==> src/clk_cfg_pkg.sv <==
// constants and carrier types for the input clock configuration bank
// assumes a wishbone classic slave with 8-bit data and byte addresses
package clk_cfg_pkg;
  localparam logic [7:0] ADDR_STATUS3   = 8'h0F;
  localparam logic [7:0] ADDR_IRQ_EN3   = 8'h12;
  localparam logic [7:0] ADDR_IN1       = 8'h14;
  localparam logic [7:0] ADDR_IN2       = 8'h15;
  localparam logic [7:0] ADDR_IN3       = 8'h16;
  localparam logic [7:0] ADDR_IN4       = 8'h17;
  localparam logic [7:0] ADDR_HF_DIV    = 8'h18;
  localparam logic [7:0] ADDR_IN5       = 8'h19;
  localparam logic [7:0] ADDR_IN6       = 8'h1A;
  localparam logic [7:0] ADDR_IN7       = 8'h1B;
  localparam logic [7:0] ADDR_GLOBAL    = 8'h09;

  localparam logic [7:0] IRQ_EN_MASK    = 8'hDF;
  localparam logic [7:0] IN12_MASK      = 8'h7F;
  localparam logic [7:0] HF_DIV_MASK    = 8'hC3;
  localparam logic [7:0] GLOBAL_MASK    = 8'h04;
  localparam logic [7:0] STATUS_MASK    = 8'hDF;

  localparam logic [7:0] RST_IRQ_EN     = 8'h00;
  localparam logic [7:0] RST_IN_LOW     = 8'h00;
  localparam logic [7:0] RST_IN_HIGH    = 8'h03;
  localparam logic [7:0] RST_HF_DIV     = 8'h00;
  localparam logic [7:0] RST_GLOBAL     = 8'h00;

  localparam int SONET_BIT = 2;

  localparam logic [3:0] FREQ_8K     = 4'h0;
  localparam logic [3:0] FREQ_T1E1   = 4'h1;
  localparam logic [3:0] FREQ_6M48   = 4'h2;
  localparam logic [3:0] FREQ_19M44  = 4'h3;
  localparam logic [3:0] FREQ_25M92  = 4'h4;
  localparam logic [3:0] FREQ_38M88  = 4'h5;
  localparam logic [3:0] FREQ_2K     = 4'h9;
  localparam logic [3:0] FREQ_4K     = 4'hA;

  typedef enum logic [3:0] {
    RATE_8K = 4'h0, RATE_1M544 = 4'h1, RATE_2M048 = 4'h2, RATE_6M48 = 4'h3,
    RATE_19M44 = 4'h4, RATE_25M92 = 4'h5, RATE_38M88 = 4'h6, RATE_2K = 4'h7,
    RATE_4K = 4'h8, RATE_BAD = 4'hF
  } rate_t;

  typedef enum logic [1:0] {
    PREDIV_BYPASS = 2'b00, PREDIV_LOCK8K = 2'b01, PREDIV_PROGRAMMABLE_N_DIVIDER = 2'b10, PREDIV_BAD = 2'b11
  } prediv_t;

  typedef enum logic [1:0] {
    FDIV_BYPASS = 2'b00, FDIV_BY4 = 2'b01, FDIV_BY5 = 2'b10, FDIV_BAD = 2'b11
  } fast_div_t;

  typedef struct packed {
    logic       external_frame_alarm;
    logic       second_path_lock_change;
    logic       second_path_no_qualified;
    logic       bipolar_violation_input_two;
    logic       signal_loss_input_two;
    logic       bipolar_violation_input_one;
    logic       signal_loss_input_one;
  } events_t;

  typedef struct packed {
    rate_t      rate;
    logic [1:0] bucket_group;
    prediv_t    prediv;
  } input_cfg_t;
endpackage

==> src/input_clock_config.sv <==
// register bank for interrupt enable 3 and input clock configuration
// assumes wishbone classic master, events are one-cycle pulses on clk_i
//
// Function
// [RULE1] external sync alarm reaches irq only with enable bit 7, reset off
// [RULE2] second path lock change reaches irq only with enable bit 6
// [RULE3] no qualified second-path inputs reaches irq with bit 4; bit 5 reserved
// [RULE4] bipolar violations on inputs 2 and 1 gated by bits 3 and 1
// [RULE5] signal loss on input 2 gated by enable bit 2
// [RULE6] signal loss on input 1 gated by enable bit 0; enables reset off
// [RULE7] inputs 1,2 bit 6 selects 64k+8k (0, default) or 64k+8k+0.4k
// [RULE8] bits 5-4 pick one of four leaky bucket groups, group 0 default
// [RULE9] inputs 1,2 frequency code only 0000, meaning 8 kHz
// [RULE10] inputs 3-6 frequency code decode, other codes reserved
// [RULE11] code 0001 is 1.544 MHz with sonet select, else 2.048 MHz
// [RULE12] bits 7,6 choose bypass, frame_rate_lock_select, N divider or reserved
// [RULE13] fast divider fields for inputs 6 and 5: bypass, /4, /5, reserved
// [RULE14] frequency resets to 8 kHz on inputs 1-4, 19.44 MHz on 5,6
// [RULE15] status flags set on event, clear on write of one
// [RULE16] reserved bits read zero and ignore writes
// [RULE17] irq is or of flags whose enable is set
//
// Register access over Wishbone was chosen for this implementation.
module input_clock_config (
  input  wire logic                   clk_i,
  input  wire logic                   rst_i,
  input  wire logic                   wb_cyc_i,
  input  wire logic                   wb_stb_i,
  input  wire logic                   wb_we_i,
  input  wire logic [7:0]             wb_adr_i,
  input  wire logic [7:0]             wb_dat_i,
  input  wire logic                   wb_sel_i,
  output logic      [7:0]             wb_dat_o,
  output logic                        wb_ack_o,
  input  wire clk_cfg_pkg::events_t   events_i,
  output logic                        irq_o,
  output clk_cfg_pkg::input_cfg_t     input3_o,
  output clk_cfg_pkg::input_cfg_t     input4_o,
  output clk_cfg_pkg::input_cfg_t     input5_o,
  output clk_cfg_pkg::input_cfg_t     input6_o,
  output clk_cfg_pkg::input_cfg_t     input7_o,
  output logic      [1:0]             input1_bucket_o,
  output logic      [1:0]             input2_bucket_o,
  output logic                        input1_composite_o,
  output logic                        input2_composite_o,
  output clk_cfg_pkg::fast_div_t      fast_divider_input_five_o,
  output clk_cfg_pkg::fast_div_t      fast_divider_input_six_o
);

  ////////////////////////////////////////////////////////////////////////////////
  // decode helpers

  function automatic clk_cfg_pkg::rate_t decode_rate(input logic [3:0] code,
                                                     input logic       sonet);
    clk_cfg_pkg::rate_t r;
    r = clk_cfg_pkg::RATE_BAD;
    unique case (code)
      clk_cfg_pkg::FREQ_8K:    r = clk_cfg_pkg::RATE_8K;             // [RULE10]
      clk_cfg_pkg::FREQ_T1E1:  r = sonet ? clk_cfg_pkg::RATE_1M544
                                         : clk_cfg_pkg::RATE_2M048;  // [RULE11]
      clk_cfg_pkg::FREQ_6M48:  r = clk_cfg_pkg::RATE_6M48;
      clk_cfg_pkg::FREQ_19M44: r = clk_cfg_pkg::RATE_19M44;
      clk_cfg_pkg::FREQ_25M92: r = clk_cfg_pkg::RATE_25M92;
      clk_cfg_pkg::FREQ_38M88: r = clk_cfg_pkg::RATE_38M88;
      clk_cfg_pkg::FREQ_2K:    r = clk_cfg_pkg::RATE_2K;
      clk_cfg_pkg::FREQ_4K:    r = clk_cfg_pkg::RATE_4K;
      default:                 r = clk_cfg_pkg::RATE_BAD;            // [RULE10]
    endcase
    return r;
  endfunction

  function automatic clk_cfg_pkg::input_cfg_t decode_cfg(input logic [7:0] reg_v,
                                                         input logic       sonet);
    clk_cfg_pkg::input_cfg_t c;
    c.rate         = decode_rate(reg_v[3:0], sonet);
    c.bucket_group = reg_v[5:4];                                      // [RULE8]
    c.prediv       = clk_cfg_pkg::prediv_t'(reg_v[7:6]);              // [RULE12]
    return c;
  endfunction

  ////////////////////////////////////////////////////////////////////////////////
  // registers

  logic [7:0] irq_en_r;
  logic [7:0] status_r;
  logic [7:0] in1_r;
  logic [7:0] in2_r;
  logic [7:0] in3_r;
  logic [7:0] in4_r;
  logic [7:0] hf_div_r;
  logic [7:0] in5_r;
  logic [7:0] in6_r;
  logic [7:0] in7_r;
  logic [7:0] global_r;
  logic [7:0] event_bits;
  logic [7:0] rd_nxt;
  logic       wr_stb;
  logic       access;

  assign access = wb_cyc_i && wb_stb_i && !wb_ack_o;
  assign wr_stb = access && wb_we_i && wb_sel_i;

  // event vector laid out like the status register, bit 5 left empty
  assign event_bits = {events_i.external_frame_alarm, events_i.second_path_lock_change,
                       1'b0, events_i.second_path_no_qualified,
                       events_i.bipolar_violation_input_two, events_i.signal_loss_input_two,
                       events_i.bipolar_violation_input_one, events_i.signal_loss_input_one};

  always_ff @(posedge clk_i) begin
    if (rst_i) begin
      irq_en_r <= clk_cfg_pkg::RST_IRQ_EN;                            // [RULE6]
    end else if (wr_stb && wb_adr_i == clk_cfg_pkg::ADDR_IRQ_EN3) begin
      irq_en_r <= wb_dat_i & clk_cfg_pkg::IRQ_EN_MASK;                // [RULE3] [RULE16]
    end
  end

  // a new event in the clear cycle wins, so nothing is lost
  always_ff @(posedge clk_i) begin
    if (rst_i) begin
      status_r <= 8'h00;
    end else begin
      status_r <= ((status_r & ~((wr_stb && wb_adr_i == clk_cfg_pkg::ADDR_STATUS3)
                   ? wb_dat_i : 8'h00)) | event_bits) & clk_cfg_pkg::STATUS_MASK; // [RULE15]
    end
  end

  always_ff @(posedge clk_i) begin
    if (rst_i) begin
      in1_r <= clk_cfg_pkg::RST_IN_LOW;                               // [RULE14]
      in2_r <= clk_cfg_pkg::RST_IN_LOW;
    end else if (wr_stb) begin
      // frequency field held at 8 kHz, the only legal code
      if (wb_adr_i == clk_cfg_pkg::ADDR_IN1) begin
        in1_r <= wb_dat_i & clk_cfg_pkg::IN12_MASK & 8'h70;           // [RULE7] [RULE9]
      end
      if (wb_adr_i == clk_cfg_pkg::ADDR_IN2) begin
        in2_r <= wb_dat_i & clk_cfg_pkg::IN12_MASK & 8'h70;           // [RULE7] [RULE9]
      end
    end
  end

  always_ff @(posedge clk_i) begin
    if (rst_i) begin
      in3_r <= clk_cfg_pkg::RST_IN_LOW;                               // [RULE14]
      in4_r <= clk_cfg_pkg::RST_IN_LOW;
      in5_r <= clk_cfg_pkg::RST_IN_HIGH;
      in6_r <= clk_cfg_pkg::RST_IN_HIGH;
      in7_r <= clk_cfg_pkg::RST_IN_HIGH;
    end else if (wr_stb) begin
      if (wb_adr_i == clk_cfg_pkg::ADDR_IN3) in3_r <= wb_dat_i;
      if (wb_adr_i == clk_cfg_pkg::ADDR_IN4) in4_r <= wb_dat_i;
      if (wb_adr_i == clk_cfg_pkg::ADDR_IN5) in5_r <= wb_dat_i;
      if (wb_adr_i == clk_cfg_pkg::ADDR_IN6) in6_r <= wb_dat_i;
      if (wb_adr_i == clk_cfg_pkg::ADDR_IN7) in7_r <= wb_dat_i;
    end
  end

  always_ff @(posedge clk_i) begin
    if (rst_i) begin
      hf_div_r <= clk_cfg_pkg::RST_HF_DIV;
    end else if (wr_stb && wb_adr_i == clk_cfg_pkg::ADDR_HF_DIV) begin
      hf_div_r <= wb_dat_i & clk_cfg_pkg::HF_DIV_MASK;                // [RULE13] [RULE16]
    end
  end

  always_ff @(posedge clk_i) begin
    if (rst_i) begin
      global_r <= clk_cfg_pkg::RST_GLOBAL;
    end else if (wr_stb && wb_adr_i == clk_cfg_pkg::ADDR_GLOBAL) begin
      global_r <= wb_dat_i & clk_cfg_pkg::GLOBAL_MASK;
    end
  end

  ////////////////////////////////////////////////////////////////////////////////
  // bus answer: one wait state, unmapped reads return zero

  always_comb begin
    rd_nxt = 8'h00;
    unique case (wb_adr_i)
      clk_cfg_pkg::ADDR_STATUS3: rd_nxt = status_r;
      clk_cfg_pkg::ADDR_IRQ_EN3: rd_nxt = irq_en_r;
      clk_cfg_pkg::ADDR_IN1:     rd_nxt = in1_r;
      clk_cfg_pkg::ADDR_IN2:     rd_nxt = in2_r;
      clk_cfg_pkg::ADDR_IN3:     rd_nxt = in3_r;
      clk_cfg_pkg::ADDR_IN4:     rd_nxt = in4_r;
      clk_cfg_pkg::ADDR_HF_DIV:  rd_nxt = hf_div_r;
      clk_cfg_pkg::ADDR_IN5:     rd_nxt = in5_r;
      clk_cfg_pkg::ADDR_IN6:     rd_nxt = in6_r;
      clk_cfg_pkg::ADDR_IN7:     rd_nxt = in7_r;
      clk_cfg_pkg::ADDR_GLOBAL:  rd_nxt = global_r;
      default:                   rd_nxt = 8'h00;
    endcase
  end

  always_ff @(posedge clk_i) begin
    if (rst_i) begin
      wb_ack_o <= 1'b0;
      wb_dat_o <= 8'h00;
    end else begin
      wb_ack_o <= access;
      wb_dat_o <= access ? rd_nxt : 8'h00;
    end
  end

  ////////////////////////////////////////////////////////////////////////////////
  // interrupt and decoded outputs

  always_ff @(posedge clk_i) begin
    if (rst_i) begin
      irq_o <= 1'b0;
    end else begin
      // gating per bit 7,6,4,3,2,1,0 follows the shared layout
      irq_o <= |(status_r & irq_en_r);     // [RULE1] [RULE2] [RULE3] [RULE4] [RULE5] [RULE6] [RULE17]
    end
  end

  always_ff @(posedge clk_i) begin
    if (rst_i) begin
      input3_o                  <= '0;
      input4_o                  <= '0;
      input5_o                  <= '0;
      input6_o                  <= '0;
      input7_o                  <= '0;
      input1_bucket_o           <= 2'h0;
      input2_bucket_o           <= 2'h0;
      input1_composite_o        <= 1'b0;
      input2_composite_o        <= 1'b0;
      fast_divider_input_five_o <= clk_cfg_pkg::FDIV_BYPASS;
      fast_divider_input_six_o  <= clk_cfg_pkg::FDIV_BYPASS;
    end else begin
      input3_o                  <= decode_cfg(in3_r, global_r[clk_cfg_pkg::SONET_BIT]);
      input4_o                  <= decode_cfg(in4_r, global_r[clk_cfg_pkg::SONET_BIT]);
      input5_o                  <= decode_cfg(in5_r, global_r[clk_cfg_pkg::SONET_BIT]);
      input6_o                  <= decode_cfg(in6_r, global_r[clk_cfg_pkg::SONET_BIT]);
      input7_o                  <= decode_cfg(in7_r, global_r[clk_cfg_pkg::SONET_BIT]);
      input1_bucket_o           <= in1_r[5:4];                        // [RULE8]
      input2_bucket_o           <= in2_r[5:4];
      input1_composite_o        <= in1_r[6];                          // [RULE7]
      input2_composite_o        <= in2_r[6];
      fast_divider_input_five_o <= clk_cfg_pkg::fast_div_t'(hf_div_r[1:0]); // [RULE13]
      fast_divider_input_six_o  <= clk_cfg_pkg::fast_div_t'(hf_div_r[7:6]);
    end
  end

endmodule // input_clock_config

==> config.mk <==
export PLATFORM = sky130hd
export DESIGN_NAME = input_clock_config
export DESIGN_NICKNAME = d
export VERILOG_FILES = /design/src/clk_cfg_pkg.sv /design/src/input_clock_config.sv
export SDC_FILE = /design/constraint.sdc
export NUM_CORES = 1
export LEC_CHECK = 0
export BUFFER_PORTS_ARGS = -buffer_cell sky130_fd_sc_hd__buf_2
export CORE_MARGIN = 10
export CORE_UTILIZATION = 40
export DETAILED_ROUTE_END_ITERATION = 16
export PLACE_DENSITY = 0.68
export SETUP_SLACK_MARGIN = 0.15
export SKIP_LAST_GASP = 1
export SYNTH_ARGS = -nofsm -noshare
export SYNTH_HDL_FRONTEND = slang
export SYNTH_SLANG_ARGS = --single-unit
==> constraint.sdc <==
create_clock -name clk_i -period 4.1 [get_ports clk_i]
set_input_delay 0.41 -clock clk_i [delete_from_list [all_inputs] [get_ports clk_i]]
set_output_delay 0.41 -clock clk_i [all_outputs]
set_load 0.02 [all_outputs]
==> summary.txt <==
Routing
  – WL final: approximately 16 mm
  – DRT Pass-1 Iters: 6
  – Initial DRC count: slightly above 500
  – Routed Antenna Nets: 0
  – Drt drc: 0
  – Vias per inst: around 5.7
  – DR WL/cell: about 19 µm
  – Vias: 4960

Clocking
  – CTS Buffer Depth: 2
  – Post-CTS sizing: 0
  – Clk slew on worst S/H paths: roughly 0.05 ns
  – CTS tree: yes
  – Number of hold buffers added after cts: 0
  – CTS buffer count: 17
  – # Post-CTS Setup Buffers: 0
  – H-Tree Depth: 4
  – CTS sink cnt: 125
  – CTS root buffer: clkbuf_16
  – Clk_lat worst skew: between 0.4 and 0.5 ns

Timing
  – Setup Viol. Count Final: 0
  – Period utilization: 0.608
  – Worst slew pin tran: slightly above 1 ns
  – Skew final: 0.0148 ns
  – Final setup margin: approximately 1.6 ns
  – Hold Fails Final Rpt: 0
  – Slew headroom: 0.321
  – Fmax: roughly 0.4 GHz
  – Minimum clock period: roughly 2.5 ns
  – Final Max Slew Viols: 0
  – Unrepaired setup endpoints after global routing: no
  – Setup TNS Final: 0 ns

Synth
  – FFs w/ async S/R, synth: 0
  – Synth Flop Type: dfxtp_1
  – Syn_nets: 661
  – FF+latch count, synth: 125
  – Count of cell types in the netlist: 51
  – Avg Inst Size Synth: approximately 8.6 µm²
  – Seq/Total Area, Yosys: 0.462
  – Syn Inst Count: between 600 and 700
  – Yosys warnings: 0
  – Number of synthesized flops with an enable pin: 0
  – Synthesized area: roughly 5400 µm²

Layout
  – Commonest non-fill, non-tap cell in the layout: dfxtp_1
  – ANT cells: 0
  – Final net count: 713
  – Synth-to-layout area growth: 19.4%
  – FILL cells: 1315
  – Layout cells sized above 1: 0.192
  – Finished Cell Area: around 6500 µm²
  – Most frequent cells in the layout: 125 x dfxtp_1, 87 x buf_2, 75 x a21oi_1

Setup path
  – WP data arrival: between 2 and 3 ns
  – Cells on worst reg2reg path: 4
  – CP max FO: 17
  – Critical Path RT: approximately 4.4 ns
  – Startpoint types: input port
  – WS Path Type: input port to flop
  – R2R Setup Slk: 1.78 ns
  – Critical Path End Type: flop
  – Reg-to-Reg End: in7_r[1]$_SDFFE_PP1P_
  – Reg-to-Reg Start: wb_ack_o$_SDFF_PP0_

Placed design
  – Placed cell area: just under 6000 µm²
  – Port Buffer Count: 88
  – Post-place setup slack: around 1.2 ns
  – DP HPWL: roughly 11 mm
  – Routability cong.: about 0.89

Global route
  – Largest net degree at the start of global routing: 74
  – Total grt overflow: 0
  – Vias in the first global route: ~4800
  – Antenna violations before repair: 0
  – First-pass GRT wire length: approximately 25 mm
  – Total GRT Usage: 0.173

Hold path
  – Hold depth: 3
  – Worst hold path class: input port to flop
  – Hold EP: status_r[7]$_SDFF_PP0_
  – HP Start: events_i[6]

Flow run
  – Max Cap Viol: 0

Status
  – Status: finished clean

Die
  – Die height: 136 µm
  – Die Footprint: 18600 µm²
  – Die Wd: about 140 µm
  – Core ar.: 13200 µm²
  – Initial core utilization: 0.409
  – Ports: 89
  – Rows: 42

Pwr
  – Pwr dens: 444 nW/µm²
  – Lkg Pwr: approximately 2.5 nW
  – Worst vdd ir: 0.246 mV
  – Power consumption: 2.87 mW
how the worst max path moves through the flow:
stage	slack (ns)	startpoint	cells past startpoint	to
floorplan	1.99	wb_adr_i[5]	6	in7_r[6]$_SDFFE_PP0P_
global placement	1.35	wb_adr_i[4]	5	in7_r[1]$_SDFFE_PP1P_
detailed placement	1.22	wb_adr_i[4]	5	in7_r[0]$_SDFFE_PP1P_
CTS	1.65	wb_adr_i[4]	5	in7_r[0]$_SDFFE_PP1P_
global route	1.45	wb_adr_i[4]	5	in7_r[1]$_SDFFE_PP1P_
finish	1.61	wb_adr_i[4]	5	in7_r[1]$_SDFFE_PP1P_
metal layers:
| metal | part of all wire | track usage | vias up |
|---|---|---|---|
| li1 | - | - | 2386 |
| met1 | 0.45 | 0.225 | 2319 |
| met2 | 0.45 | 0.263 | 235 |
| met3 | 0.084 | 0.0576 | 20 |
| met4 | 0.016 | 0.0598 | 0 |
| met5 | 0 | 0 | - |
synthesized netlist by cell type (3+ instances only):
| master | number | area [µm²] |
|---|---|---|
| nand2_1 | 19 | 71.3 |
| a211oi_1 | 11 | 82.6 |
| o21ai_1 | 21 | 105 |
| a221oi_1 | 6 | 52.6 |
| inv_1 | 18 | 67.6 |
| nand3_1 | 65 | 325 |
| buf_1 | 3 | 11.3 |
| and2_1 | 4 | 25.0 |
| dfxtp_1 | 125 | 2500 |
| nand3b_1 | 8 | 60.1 |
| or3_1 | 3 | 18.8 |
| nor3_1 | 19 | 95.1 |
| nand2b_1 | 6 | 37.5 |
| buf_4 | 3 | 22.5 |
| clkbuf_1 | 48 | 180 |
| a21oi_1 | 75 | 375 |
| a311oi_1 | 8 | 70.1 |
| o22ai_1 | 7 | 43.8 |
| xor2_1 | 5 | 43.8 |
| a211o_1 | 7 | 61.3 |
| o211ai_1 | 5 | 37.5 |
| mux2i_1 | 20 | 200 |
| and3_1 | 9 | 56.3 |
| a31oi_1 | 6 | 37.5 |
| nor2_1 | 22 | 82.6 |
| o21ai_0 | 40 | 200 |
| nor2b_1 | 34 | 213 |
| buf_2 | 3 | 15.0 |
layout make-up:
cell class	instances	area [µm²]	area share
multi-input combinational	429	2590	0.401
sequential	125	2500	0.387
timing repair buffer	93	480	0.0743
clock buffer	20	457	0.0707
tap	176	220	0.0341
clock inverter	12	144	0.0223
inverter	18	67.6	0.0105
critical path, cell delays in order:
cell     delay, ns
buf_2         0.26
or4b_1        0.73
nor4_4        0.90
nand2_1       0.17
a211o_1       0.33
power by group:
group	internal [mW]	switching, mW
clock network	0.980	0.533
registers	1.22	0.00618
logic	0.0342	0.0951
total	2.24	0.634
state kept, by name (all words and copies together) (netlist names), 2 cells and up:
register,cells
fast_divider_input_six_o,2
irq_en_r,7
in7_r,8
fast_divider_input_five_o,2
in6_r,8
input6_o,8
wb_dat_o,8
in3_r,8
in5_r,8
hf_div_r,4
input3_o,8
input2_bucket_o,2
status_r,7
input1_bucket_o,2
in2_r,3
input7_o,8
in4_r,8
in1_r,3
input4_o,8
input5_o,8
stage by stage:
step | hold slack, ns | util | instances
2_1_floorplan | 0.446 | - | 632
3_3_place_gp | 0.474 | 0.443 | 841
3_5_place_dp | 0.476 | 0.443 | 841
4_1_cts | 0.245 | 0.488 | 873
5_1_grt | 0.251 | 0.488 | 873
6_report | 0.262 | 0.488 | 873
cells by family (layout without fill, tap and decap cells):
| logic type | Yosys count | in the layout | share of synthesized area |
|---|---|---|---|
| AND/OR/NAND/NOR | 205 | 205 | 0.214 |
| multiplexers | 22 | 22 | 0.0411 |
| flip-flops | 125 | 125 | 0.462 |
| buffers and inverters | 78 | 143 | 0.0599 |
| XOR/XNOR | 5 | 5 | 0.00809 |
| AO/OA/AOI/OAI | 197 | 197 | 0.214 |
No activity file was read; power rests on OpenSTA's default activity.
